`config.mk`:
```
export PLATFORM = sky130hd
export DESIGN_NAME = mdsf_status
export DESIGN_NICKNAME = d
export VERILOG_FILES = /design/src/logic/mdsf_pkg.sv /design/src/logic/mdsf_status.sv /design/src/logic/mdsf_idle_timer.sv
export SDC_FILE = /design/constraint.sdc
export NUM_CORES = 1
export LEC_CHECK = 0
export BUFFER_PORTS_ARGS = -buffer_cell sky130_fd_sc_hd__buf_4
export CAP_MARGIN = 30
export CORE_ASPECT_RATIO = 0.8
export CORE_UTILIZATION = 49
export DETAILED_ROUTE_END_ITERATION = 6
export MAX_ROUTING_LAYER = met4
export PLACE_DENSITY = 0.79
export RECOVER_POWER = 50
export SYNTH_ARGS = -nofsm -noshare
export SYNTH_HDL_FRONTEND = slang
export SYNTH_SLANG_ARGS = --single-unit
```
`constraint.sdc`:
```
create_clock -name ref_clk -period 3.5 [get_ports ref_clk]
set_input_delay 0.875 -clock ref_clk [delete_from_list [all_inputs] [get_ports ref_clk]]
set_output_delay 0.875 -clock ref_clk [all_outputs]
set_load 0.01 [all_outputs]
```
`src/logic/mdsf_pkg.sv`:
```
// mdsf_pkg: constants and carrier types of the driver status word block
// assumes: one clock domain, register read port driven by the serial interface
package mdsf_pkg;

   //--------------------------------------------------------------
   // register map
   //--------------------------------------------------------------
   localparam logic [6:0]  MDSF_ADDR_STATUS    = 7'h6F;
   localparam logic [31:0] MDSF_RESET_STATUS   = 32'h0000_0000;

   //--------------------------------------------------------------
   // field positions
   //--------------------------------------------------------------
   localparam int MDSF_BIT_STANDSTILL  = 31;
   localparam int MDSF_BIT_OPEN_B      = 30;
   localparam int MDSF_BIT_OPEN_A      = 29;
   localparam int MDSF_BIT_SGND_B      = 28;
   localparam int MDSF_BIT_SGND_A      = 27;
   localparam int MDSF_BIT_OTPREWARN   = 26;
   localparam int MDSF_BIT_OTSHUT      = 25;
   localparam int MDSF_BIT_STALL       = 24;
   localparam int MDSF_CS_LSB          = 16;
   localparam int MDSF_CS_W            = 5;
   localparam int MDSF_BIT_FULLSTEP    = 15;
   localparam int MDSF_BIT_QUIET       = 14;
   localparam int MDSF_BIT_SSUP_B      = 13;
   localparam int MDSF_BIT_SSUP_A      = 12;
   localparam int MDSF_LOAD_W          = 10;

   //--------------------------------------------------------------
   // timing
   //--------------------------------------------------------------
   localparam int MDSF_STANDSTILL_LOG2 = 20; // idle clocks = 2^20
   localparam int MDSF_STANDSTILL_CYC  = 1 << MDSF_STANDSTILL_LOG2;

   //--------------------------------------------------------------
   // carriers
   //--------------------------------------------------------------
   typedef struct packed {
      logic       gnd_b;
      logic       gnd_a;
      logic       sup_b;
      logic       sup_a;
   } mdsf_short_type;

   typedef struct packed {
      logic                   open_b;
      logic                   open_a;
      logic                   ot_prewarn;
      logic                   ot_limit;
      logic                   stall_quiet;   // stall by quiet-mode load method
      logic                   stall_classic; // stall by classic load method
      logic                   stall_commut;  // stall by automatic commutation
      logic                   commut_mode;
      logic                   full_step;
      logic                   quiet_mode;
      logic [MDSF_CS_W-1:0]   cur_scale;
      logic [MDSF_LOAD_W-1:0] load_value;
   } mdsf_mon_type;

   typedef enum logic [1:0] {
      MDSF_OT_NORMAL,
      MDSF_OT_SHUTDOWN
   } mdsf_ot_state_type;

endpackage : mdsf_pkg

```
`src/logic/mdsf_status.sv`:
```
// mdsf_status: driver status word, read-only, with short and thermal latches
// assumes: monitor inputs are synchronous levels from the detector circuits;
// register read port is the device's internal serial register access
`timescale 1ns/10ps
module mdsf_status #(
   parameter int IDLE_LOG2 = mdsf_pkg::MDSF_STANDSTILL_LOG2
) (
   input  wire logic                  ref_clk,
   input  wire logic                  rst,
   input  wire logic                  step_pulse,
   input  wire mdsf_pkg::mdsf_short_type short_detect,
   input  wire mdsf_pkg::mdsf_mon_type   mon,
   input  wire logic [3:0]            off_time_setting,
   input  wire logic                  driver_enable_n_input,
   input  wire logic                  enable_n_pin,
   input  wire logic                  reg_rd,
   input  wire logic                  reg_wr,
   input  wire logic [6:0]            reg_addr,
   input  wire logic [31:0]           reg_wdata,
   output logic [31:0]                reg_rdata,
   output logic                       driver_disable,
   output logic                       stall_out
);
   import mdsf_pkg::*;

   //-----------------------------------------------------------------
   // state
   //-----------------------------------------------------------------
   mdsf_short_type    shorts_ff;
   mdsf_short_type    nxt_shorts;
   mdsf_ot_state_type ot_ff;
   mdsf_ot_state_type nxt_ot;
   logic [31:0]       status_ff;
   logic [31:0]       nxt_status;
   logic [31:0]       rdata_ff;
   logic [31:0]       nxt_rdata;
   logic              disable_ff;
   logic              nxt_disable;
   logic              stall_ff;
   logic              nxt_stall;
   logic              idle;
   logic              gnd_clear;
   logic              sup_clear;

   mdsf_idle_timer #(.CNT_W(IDLE_LOG2)) u_idle (
      .ref_clk      (ref_clk),
      .rst          (rst),
      .step_pulse   (step_pulse),
      .idle_reached (idle)
   );

   //-----------------------------------------------------------------
   // short latches
   //-----------------------------------------------------------------
   // ground shorts clear on off-time zero or the driver enable input
   assign gnd_clear = (off_time_setting == 4'h0) || driver_enable_n_input;
   // supply shorts clear on off-time zero or the enable pin
   assign sup_clear = (off_time_setting == 4'h0) || enable_n_pin;

   // detection wins over a clear in the same cycle
   always_comb begin
      nxt_shorts.gnd_b = short_detect.gnd_b | (shorts_ff.gnd_b & ~gnd_clear);
      nxt_shorts.gnd_a = short_detect.gnd_a | (shorts_ff.gnd_a & ~gnd_clear);
      nxt_shorts.sup_b = short_detect.sup_b | (shorts_ff.sup_b & ~sup_clear);
      nxt_shorts.sup_a = short_detect.sup_a | (shorts_ff.sup_a & ~sup_clear);
   end

   //-----------------------------------------------------------------
   // thermal shutdown
   //-----------------------------------------------------------------
   // shutdown holds until the pre-warning has cleared by cooling
   always_comb begin
      nxt_ot = ot_ff;
      unique case (ot_ff)
         MDSF_OT_NORMAL: begin
            if (mon.ot_limit)
               nxt_ot = MDSF_OT_SHUTDOWN;
         end
         MDSF_OT_SHUTDOWN: begin
            if (!mon.ot_limit && !mon.ot_prewarn)
               nxt_ot = MDSF_OT_NORMAL;
         end
      endcase
   end

   //-----------------------------------------------------------------
   // status word assembly
   //-----------------------------------------------------------------
   // unused bits stay zero; open-load flags drive nothing else
   always_comb begin
      nxt_status                      = MDSF_RESET_STATUS;
      nxt_status[MDSF_BIT_STANDSTILL] = idle;
      nxt_status[MDSF_BIT_OPEN_B]     = mon.open_b;
      nxt_status[MDSF_BIT_OPEN_A]     = mon.open_a;
      nxt_status[MDSF_BIT_SGND_B]     = nxt_shorts.gnd_b;
      nxt_status[MDSF_BIT_SGND_A]     = nxt_shorts.gnd_a;
      nxt_status[MDSF_BIT_OTPREWARN]  = mon.ot_prewarn;
      nxt_status[MDSF_BIT_OTSHUT]     = (nxt_ot == MDSF_OT_SHUTDOWN);
      nxt_status[MDSF_BIT_STALL]      = nxt_stall;
      nxt_status[MDSF_CS_LSB +: MDSF_CS_W] = mon.cur_scale;
      nxt_status[MDSF_BIT_FULLSTEP]   = mon.full_step;
      nxt_status[MDSF_BIT_QUIET]      = mon.quiet_mode;
      nxt_status[MDSF_BIT_SSUP_B]     = nxt_shorts.sup_b;
      nxt_status[MDSF_BIT_SSUP_A]     = nxt_shorts.sup_a;
      nxt_status[MDSF_LOAD_W-1:0]     = mon.load_value;
   end

   // stall source follows the active chopper mode
   always_comb begin
      if (mon.commut_mode)
         nxt_stall = mon.stall_commut;
      else if (mon.quiet_mode)
         nxt_stall = mon.stall_quiet;
      else
         nxt_stall = mon.stall_classic || (mon.load_value == '0);
   end

   // any short or thermal shutdown keeps the bridges off
   assign nxt_disable = (|nxt_shorts) || (nxt_ot == MDSF_OT_SHUTDOWN);

   // read port: only the status address answers; writes are dropped
   always_comb begin
      nxt_rdata = rdata_ff;
      if (reg_rd)
         nxt_rdata = (reg_addr == MDSF_ADDR_STATUS) ? status_ff : 32'h0000_0000;
   end

   //-----------------------------------------------------------------
   // registers
   //-----------------------------------------------------------------
   always_ff @(posedge ref_clk or posedge rst) begin
      if (rst) begin
         shorts_ff  <= '0;
         ot_ff      <= MDSF_OT_NORMAL;
         status_ff  <= MDSF_RESET_STATUS;
         rdata_ff   <= 32'h0000_0000;
         disable_ff <= 1'b0;
         stall_ff   <= 1'b0;
      end else begin
         shorts_ff  <= nxt_shorts;
         ot_ff      <= nxt_ot;
         status_ff  <= nxt_status;
         rdata_ff   <= nxt_rdata;
         disable_ff <= nxt_disable;
         stall_ff   <= nxt_stall;
      end
   end

   assign reg_rdata      = rdata_ff;
   assign driver_disable = disable_ff;
   assign stall_out      = stall_ff;
endmodule : mdsf_status

```
`src/logic/mdsf_idle_timer.sv`:
```
// mdsf_idle_timer: counts clocks since the last step pulse
// assumes: step pulse is synchronous to ref_clk
`timescale 1ns/10ps
module mdsf_idle_timer #(
   parameter int CNT_W = 20
) (
   input  wire logic ref_clk,
   input  wire logic rst,
   input  wire logic step_pulse,
   output logic      idle_reached
);
   import mdsf_pkg::*;

   logic [CNT_W-1:0] cnt_ff;
   logic [CNT_W-1:0] nxt_cnt;
   logic             idle_ff;
   logic             nxt_idle;

   //-----------------------------------------------------------------
   // counter
   //-----------------------------------------------------------------
   // count wraps to zero as idle is flagged, then holds; a step restarts it
   always_comb begin
      nxt_cnt  = cnt_ff;
      nxt_idle = idle_ff;
      if (step_pulse) begin
         nxt_cnt  = '0;
         nxt_idle = 1'b0;
      end else if (!idle_ff) begin
         nxt_cnt = cnt_ff + 1'b1;
         if (&cnt_ff)
            nxt_idle = 1'b1; // 2^CNT_W idle clocks elapsed
      end
   end

   // registers
   always_ff @(posedge ref_clk or posedge rst) begin
      if (rst) begin
         cnt_ff  <= '0;
         idle_ff <= 1'b0;
      end else begin
         cnt_ff  <= nxt_cnt;
         idle_ff <= nxt_idle;
      end
   end

   assign idle_reached = idle_ff;

endmodule : mdsf_idle_timer

```
==> impl_metrics.prom, run 1 <==
# TYPE chip_impl_metric gauge
chip_impl_metric{name="die-height",unit="microns"} 72.7
chip_impl_metric{name="die_w",unit="microns"} 90.4
chip_impl_metric{name="tritoncts_num_sinks",unit=""} 78
chip_impl_metric{name="power_frac_seq",unit=""} 0.548
chip_impl_metric{name="worst_slew_margin_rel",unit=""} 0.0324
chip_impl_metric{name="yosysWarningCount",unit=""} 0
chip_impl_metric{name="powerDensity",unit="nW/um^2"} 441
chip_impl_metric{name="layout.nets",unit=""} 443
chip_impl_metric{name="post_cts_resize_count",unit=""} 0
chip_impl_metric{name="critical_path_arrival",unit="ns"} 2.43
chip_impl_metric{name="finalSetupViolations",unit=""} 0
chip_impl_metric{name="power.switching",unit="uW"} 394
chip_impl_metric{name="synthesis.area_per_instance",unit="sq um"} 10.7
chip_impl_info{name="hold_class",value="register to register"} 1
chip_impl_metric{name="clock_slew_at_the_register_clock_pins_of_the_worst_setup_and_hold_paths",unit="ns"} 0.08
chip_impl_metric{name="synth_top_cell_area_share",unit=""} 0.637
chip_impl_metric{name="globalRoute.totalOverflow",unit=""} 0
chip_impl_info{name="cts.root.buffer_cell",value="sky130_fd_sc_hd__clkbuf_8"} 1
chip_impl_metric{name="power.leakage",unit="uW"} 0.00172
chip_impl_metric{name="cts_made_buffers",unit=""} 9
chip_impl_metric{name="syn-cell-area",unit="sq um"} 3070
chip_impl_metric{name="synth_edf_count",unit=""} 0
chip_impl_metric{name="synth_sequential_area_ratio",unit=""} 0.637
chip_impl_metric{name="ir_worst_vdd",unit="uV"} 203
chip_impl_metric{name="route.detailed.drc",unit=""} 0
chip_impl_metric{name="global_route.usage.total",unit=""} 0.202
chip_impl_metric{name="ys_types",unit=""} 35
chip_impl_metric{name="synth_cells",unit=""} 286
chip_impl_metric{name="core_area",unit="sq um"} 5970
chip_impl_metric{name="drtIter0Drc",unit=""} 115
chip_impl_metric{name="area_growth_syn_to_layout",unit="%"} 25.6
chip_impl_metric{name="cap_viol_max_count",unit=""} 0
chip_impl_metric{name="setup-tns-final",unit="ns"} 0
chip_impl_info{name="synth.top_cells.by_area",value="sky130_fd_sc_hd__dfrtp_1, sky130_fd_sc_hd__o21ai_0, sky130_fd_sc_hd__nand2_1"} 1
chip_impl_info{name="critical_path.startpoint_type",value="primary input"} 1
chip_impl_metric{name="remaining_antenna_violation_count",unit=""} 0
chip_impl_info{name="cpMaxStageDelayCell",value="sky130_fd_sc_hd__or4_4"} 1
chip_impl_metric{name="async_reset_ff_frac",unit=""} 1.00
chip_impl_metric{name="clock.fmax",unit="MHz"} 463
chip_impl_metric{name="routed_wire_length_per_instance",unit="microns"} 13.0
chip_impl_metric{name="sw_frac_of_total",unit=""} 0.232
chip_impl_metric{name="layout_worst_path_cycle_share",unit=""} 0.617
chip_impl_metric{name="die_area",unit="sq um"} 6580
chip_impl_metric{name="fp-row-count",unit=""} 25
chip_impl_metric{name="postCtsSetupRepairBufs",unit=""} 0
chip_impl_metric{name="h_tree_level_count",unit=""} 3
chip_impl_metric{name="clock_insertion_delay_worst_skew",unit="ns"} 0.34
chip_impl_info{name="most_frequent_cell_after_synthesis",value="sky130_fd_sc_hd__dfrtp_1"} 1
chip_impl_metric{name="design.portCount",unit=""} 113
chip_impl_info{name="synthDominantAreaCellType",value="sky130_fd_sc_hd__dfrtp_1"} 1
chip_impl_metric{name="final_hold_viol_count",unit=""} 0
chip_impl_metric{name="routabilityCongestion",unit=""} 0.765
chip_impl_metric{name="worstMarginPinSlew",unit="ns"} 1.45
chip_impl_metric{name="ctsLongestPathBuffers",unit=""} 2
chip_impl_metric{name="route.vias.total",unit=""} 2220
chip_impl_metric{name="pwr-share-comb",unit=""} 0.055
chip_impl_metric{name="p_int",unit="uW"} 1300
chip_impl_metric{name="wl",unit="microns"} 5820
chip_impl_metric{name="fin_total_pwr",unit="uW"} 1700
chip_impl_metric{name="critical_path_required",unit="ns"} 3.77
chip_impl_info{name="worstPathCellList",value="buf_4 -> nor2b_1 -> or4_4 -> or4_1 -> a21oi_1"} 1
chip_impl_info{name="tritoncts_clock_tree",value="yes"} 1
chip_impl_metric{name="report.final.slew_viol_count",unit=""} 0
chip_impl_metric{name="cp_slowest_stage_delay",unit="ns"} 0.58
chip_impl_metric{name="drive_gt1_frac",unit=""} 0.247
chip_impl_info{name="setup.worst_path.class",value="primary input to register"} 1
chip_impl_info{name="cp_capture_type",value="register"} 1
chip_impl_metric{name="fin_crit",unit="ns"} 2.16
chip_impl_metric{name="dpl.cell_count",unit=""} 433
chip_impl_info{name="crit_family",value="simple AND/OR/NAND/NOR gates"} 1
chip_impl_metric{name="num_antenna_cells",unit=""} 0
chip_impl_metric{name="ys_seq_elements",unit=""} 78
chip_impl_metric{name="firstDrtPassIters",unit=""} 5
chip_impl_metric{name="largest_fanout_of_any_net_on_the_critical_path",unit=""} 23
chip_impl_metric{name="placed_wire_length_estimate",unit="microns"} 4080
chip_impl_info{name="postSynth.topFlopCell",value="sky130_fd_sc_hd__dfrtp_1"} 1
chip_impl_metric{name="initial_cell_density_of_the_core",unit=""} 0.513
chip_impl_metric{name="hold-worst-slack",unit="ns"} 0.454
chip_impl_metric{name="port_buffers",unit=""} 74
chip_impl_metric{name="cp_num_buf_inv",unit=""} 1
chip_impl_info{name="synthTopCellsByCount",value="sky130_fd_sc_hd__dfrtp_1, sky130_fd_sc_hd__nand2_1, sky130_fd_sc_hd__o21ai_0"} 1
chip_impl_metric{name="viasPerCell",unit=""} 4.94
chip_impl_metric{name="first_global_vias",unit=""} 2057
chip_impl_info{name="rsz0062_at_grt",value="no"} 1
chip_impl_metric{name="grt_start_max_net_pins",unit=""} 41
chip_impl_metric{name="grt_pass1_wl",unit="microns"} 9720
chip_impl_metric{name="cts.hold.buffers_added",unit=""} 0
chip_impl_metric{name="share_clk_of_total_power",unit=""} 0.397
chip_impl_metric{name="final_cells",unit=""} 449
chip_impl_info{name="outcome",value="completed"} 1
chip_impl_metric{name="number_of_antenna_violations_at_the_first_check_in_global_routing",unit=""} 0
chip_impl_metric{name="worst_clock_skew",unit="ns"} 0.0128
[sequential cells by signal (all words and copies together) (netlist names)]
register / flops
reg_rdata: 27
status_ff: 27
u_idle.cnt_ff: 20
ot_ff: 2
driver_disable: 1
u_idle.idle_reached: 1
[power by group through the flow]
stage | combinational (uW) | clock [uW] | sequential (uW)
2_1_floorplan | 44.0 | 0 | 949
3_3_place_gp | 97.8 | 0 | 949
3_5_place_dp | 99.4 | 0 | 950
4_1_cts | 99.7 | 700 | 932
5_1_grt | 105 | 737 | 934
6_report | 92.8 | 675 | 932
[path summary, 6_finish.rpt]
kind	from	end	slack (ns)	depth (start not counted)
worst min-delay path	status_ff[14]	reg_rdata[14]	0.45	2
worst min register to register	status_ff[14]	reg_rdata[14]	0.45	2
min in group asynchronous	rst	u_idle.cnt_ff[19]	0.96	2
max in group asynchronous	rst	u_idle.cnt_ff[10]	1.68	2
worst max-delay path	step_pulse	u_idle.cnt_ff[15]	1.34	5
worst max register to register	u_idle.cnt_ff[2]	u_idle.cnt_ff[15]	1.38	4
[metrics by stage]
stage	setup WS [ns]	area [sq um]	util
4_1_cts	1.34	3890	0.651
6_report	1.34	3850	0.644
2_1_floorplan	0.630	3080	-
5_1_grt	1.24	3850	0.644
3_3_place_gp	0.994	3690	0.617
3_5_place_dp	0.960	3690	0.617
[worst reg2reg max path: stages, from the launching register on]
cell	delay, ns
sky130_fd_sc_hd__dfrtp_1	0.42
sky130_fd_sc_hd__nand4_1	0.34
sky130_fd_sc_hd__or4_4	0.71
sky130_fd_sc_hd__or4_1	0.42
sky130_fd_sc_hd__a21oi_1	0.15
[routing by layer]
metal / wire length, microns / vias to the layer above / global-route usage
li1: - / 1102 / -
met1: 2760 / 1048 / 0.259
met2: 2670 / 63 / 0.301
met3: 326 / 7 / 0.0729
met4: 63 / 0 / 0.0699
met5: 0 / - / -
[logic make-up after synthesis]
| family | after synthesis | synth area share |
|---|---|---|
| muxes | 2 | 0.00694 |
| AOI/OAI and AO/OA | 55 | 0.100 |
| and+or+nand+nor | 94 | 0.160 |
| adders and majority gates | 1 | 0.00408 |
| xor gates and xnor gates | 9 | 0.0257 |
| buffers and inverters | 46 | 0.0649 |
| DFF | 78 | 0.637 |
| other | 1 | 0.00122 |
[cell type report]
| type | count | area, sq um |
|---|---|---|
| multi-input cells | 166 | 917 |
| clock inverters | 7 | 77.6 |
| inverters | 32 | 120 |
| well taps | 81 | 101 |
| fillers | 464 | 2130 |
| clock buffers | 9 | 124 |
| repair buffers | 76 | 557 |
| flip-flops and latches | 78 | 1950 |
[cells in the final DEF, fill, tap and decap left out, types with 8 or more instances in the layout]
master	n
sky130_fd_sc_hd__a21oi_1	10
sky130_fd_sc_hd__nand2_1	33
sky130_fd_sc_hd__clkbuf_8	9
sky130_fd_sc_hd__dfrtp_1	78
sky130_fd_sc_hd__inv_1	32
sky130_fd_sc_hd__clkbuf_4	16
sky130_fd_sc_hd__buf_4	52
sky130_fd_sc_hd__nand3_1	8
sky130_fd_sc_hd__nor2_1	14
sky130_fd_sc_hd__o21ai_0	33
(Power assumes the default switching activity.)
==> run 2, diff against run 1 <==
==> constraint.sdc (replaced) <==
create_clock -name ref_clk -period 2.1 [get_ports ref_clk]
set_input_delay 0.525 -clock ref_clk [delete_from_list [all_inputs] [get_ports ref_clk]]
set_output_delay 0.525 -clock ref_clk [all_outputs]
set_load 0.01 [all_outputs]
==> impl_metrics.prom, run 2 (synthesis gave the netlist of run 1 again) <==
# TYPE chip_impl_metric gauge
chip_impl_info{name="cp_capture_type",value="register"} 1
chip_impl_metric{name="die_area",unit="sq um"} 6580
chip_impl_metric{name="clock_insertion_delay_worst_skew",unit="ns"} 0.35
chip_impl_metric{name="remaining_antenna_violation_count",unit=""} 0
chip_impl_metric{name="tritoncts_num_sinks",unit=""} 78
chip_impl_metric{name="route.detailed.drc",unit=""} 0
chip_impl_metric{name="multi_input_comb_area",unit="sq um"} 932
chip_impl_metric{name="h_tree_level_count",unit=""} 3
chip_impl_metric{name="worstHoldPathCells",unit=""} 1
chip_impl_metric{name="initial_cell_density_of_the_core",unit=""} 0.513
chip_impl_metric{name="r2r_setup_slack",unit="ns"} 0.16
chip_impl_metric{name="critical_path_required",unit="ns"} 2.37
chip_impl_metric{name="rr_worst_depth",unit=""} 4
chip_impl_metric{name="port_buffers",unit=""} 74
chip_impl_metric{name="cap_viol_max_count",unit=""} 0
chip_impl_metric{name="final_util",unit=""} 0.651
chip_impl_metric{name="firstDrtPassIters",unit=""} 4
chip_impl_info{name="outcome",value="completed"} 1
chip_impl_metric{name="report.final.slew_viol_count",unit=""} 0
chip_impl_metric{name="powerDensity",unit="nW/um^2"} 722
chip_impl_metric{name="fin_total_pwr",unit="uW"} 2810
chip_impl_metric{name="global_route.usage.total",unit=""} 0.217
chip_impl_info{name="highest_count_cells_in_the_layout_ignoring_fill_and_taps",value="sky130_fd_sc_hd__dfrtp_1, sky130_fd_sc_hd__buf_4, sky130_fd_sc_hd__nand2_1, sky130_fd_sc_hd__o21ai_0, sky130_fd_sc_hd__inv_1"} 1
chip_impl_metric{name="power_frac_seq",unit=""} 0.553
chip_impl_metric{name="p_int",unit="uW"} 2170
chip_impl_info{name="critical_path.startpoint_type",value="register"} 1
chip_impl_metric{name="power.leakage",unit="uW"} 0.00174
chip_impl_metric{name="worstMarginPinSlew",unit="ns"} 1.00
chip_impl_metric{name="route.vias.total",unit=""} 2292
chip_impl_metric{name="sw_frac_of_total",unit=""} 0.229
chip_impl_metric{name="clock.fmax",unit="MHz"} 515
chip_impl_metric{name="wl",unit="microns"} 6180
chip_impl_metric{name="globalRoute.totalOverflow",unit=""} 0
chip_impl_metric{name="finalSetupViolations",unit=""} 0
chip_impl_metric{name="drtIter0Drc",unit=""} 118
chip_impl_metric{name="clock_slew_at_the_register_clock_pins_of_the_worst_setup_and_hold_paths",unit="ns"} 0.08
chip_impl_metric{name="setup-tns-final",unit="ns"} 0
chip_impl_metric{name="worst_slew_margin_rel",unit=""} 0.333
chip_impl_metric{name="fin_crit",unit="ns"} 1.94
chip_impl_metric{name="postCtsSetupRepairBufs",unit=""} 0
chip_impl_info{name="regToRegStartpoint",value="u_idle.cnt_ff[3]"} 1
chip_impl_metric{name="die_w",unit="microns"} 90.4
chip_impl_info{name="setup.worst_path.class",value="register to register"} 1
chip_impl_info{name="hold_class",value="primary input to register"} 1
chip_impl_metric{name="ir_worst_vdd",unit="uV"} 457
chip_impl_info{name="min_from",value="mon[12]"} 1
chip_impl_metric{name="cts.hold.buffers_added",unit=""} 0
chip_impl_metric{name="share_clk_of_total_power",unit=""} 0.391
chip_impl_metric{name="drive_gt1_frac",unit=""} 0.265
chip_impl_metric{name="n_fill_cell",unit=""} 489
chip_impl_metric{name="critical_path_arrival",unit="ns"} 2.21
chip_impl_info{name="cts.root.buffer_cell",value="sky130_fd_sc_hd__clkbuf_8"} 1
chip_impl_metric{name="final_cells",unit=""} 454
chip_impl_metric{name="routed_wire_length_per_instance",unit="microns"} 13.6
chip_impl_metric{name="core_area",unit="sq um"} 5970
chip_impl_metric{name="design.portCount",unit=""} 113
chip_impl_metric{name="viasPerCell",unit=""} 5.05
chip_impl_metric{name="final_hold_viol_count",unit=""} 0
chip_impl_metric{name="area.sequential",unit="sq um"} 1950
chip_impl_metric{name="dpl.cell_count",unit=""} 438
chip_impl_metric{name="layout.nets",unit=""} 448
chip_impl_metric{name="post_cts_resize_count",unit=""} 0
chip_impl_metric{name="die-height",unit="microns"} 72.7
chip_impl_metric{name="first_global_vias",unit=""} 2209
chip_impl_info{name="final_common_cell",value="sky130_fd_sc_hd__dfrtp_1"} 1
chip_impl_metric{name="worst_clock_skew",unit="ns"} 0.00780
chip_impl_metric{name="placed_wire_length_estimate",unit="microns"} 4300
chip_impl_metric{name="number_of_antenna_violations_at_the_first_check_in_global_routing",unit=""} 0
chip_impl_metric{name="grt_start_max_net_pins",unit=""} 79
chip_impl_metric{name="cts_made_buffers",unit=""} 9
chip_impl_metric{name="largest_fanout_of_any_net_on_the_critical_path",unit=""} 12
chip_impl_metric{name="ctsLongestPathBuffers",unit=""} 2
chip_impl_info{name="crit-reg2reg-capture",value="u_idle.cnt_ff[15]"} 1
chip_impl_info{name="timing.hold.worst_endpoint",value="status_ff[18]"} 1
chip_impl_info{name="tritoncts_clock_tree",value="yes"} 1
chip_impl_metric{name="routabilityCongestion",unit=""} 0.799
chip_impl_metric{name="area_growth_syn_to_layout",unit="%"} 26.9
chip_impl_metric{name="pwr-share-comb",unit=""} 0.056
chip_impl_metric{name="grt_pass1_wl",unit="microns"} 10500
chip_impl_metric{name="fp-row-count",unit=""} 25
chip_impl_metric{name="layout_worst_path_cycle_share",unit=""} 0.925
chip_impl_info{name="rsz0062_at_grt",value="no"} 1
chip_impl_metric{name="num_antenna_cells",unit=""} 0
chip_impl_metric{name="power.switching",unit="uW"} 643
==> run 2: worst max-delay path by stage <==
stage                        startpoint           endpoint  slack, ns  cells after the start
floorplan              u_idle.cnt_ff[2]  u_idle.cnt_ff[15]       0.23                      5
global placement    off_time_setting[1]     driver_disable       0.15                      5
detailed placement  off_time_setting[1]     driver_disable       0.11                      5
CTS                    u_idle.cnt_ff[2]  u_idle.cnt_ff[19]       0.11                      4
global route           u_idle.cnt_ff[3]  u_idle.cnt_ff[15]      0.009                      4
finish                 u_idle.cnt_ff[3]  u_idle.cnt_ff[15]       0.16                      4
==> run 2: area by class of cell <==
cell class,instances,area share
clock buffer,10,0.0328
clock inverter,6,0.0180
inverter,32,0.0312
multi-input combinational,166,0.240
sequential,78,0.502
tap,81,0.0260
timing repair buffer,81,0.150
==> run 2: routing by layer <==
metal  vias up  wire length (microns)  share of wire  global-route usage
met5         -                      0              0                   -
met4         0                     73          0.012              0.0699
met3         7                    299          0.048              0.0708
met2        59                   2970           0.48               0.342
met1      1118                   2830           0.46               0.270
li1       1108                      -              -                   -
==> run 2: power by group through the flow <==
| stage | sequential (uW) | combinational [uW] | clock [uW] |
|---|---|---|---|
| final | 1550 | 157 | 1100 |
| after detailed placement | 1580 | 170 | 0 |
| after global placement | 1580 | 168 | 0 |
| after global routing | 1560 | 175 | 1200 |
| after CTS | 1550 | 171 | 1130 |
| after floorplan | 1580 | 73.7 | 0 |
==> run 2: per-stage QoR <==
| stage | cell area, sq um | setup slack, ns | hold slack (ns) |
|---|---|---|---|
| 2_1_floorplan | 3080 | 0.226 | 0.426 |
| 3_3_place_gp | 3730 | 0.152 | 0.430 |
| 3_5_place_dp | 3730 | 0.108 | 0.444 |
| 4_1_cts | 3930 | 0.110 | 0.258 |
| 5_1_grt | 3890 | 0.00937 | 0.274 |
| 6_report | 3890 | 0.157 | 0.297 |
==> run 2: critical path, cell delays in order, from the launching register on <==
cell and delay, ns:
sky130_fd_sc_hd__dfrtp_1 0.45, sky130_fd_sc_hd__nand4_4 0.19, sky130_fd_sc_hd__or4_4 0.63, sky130_fd_sc_hd__or4_1 0.43, sky130_fd_sc_hd__a21oi_1 0.16
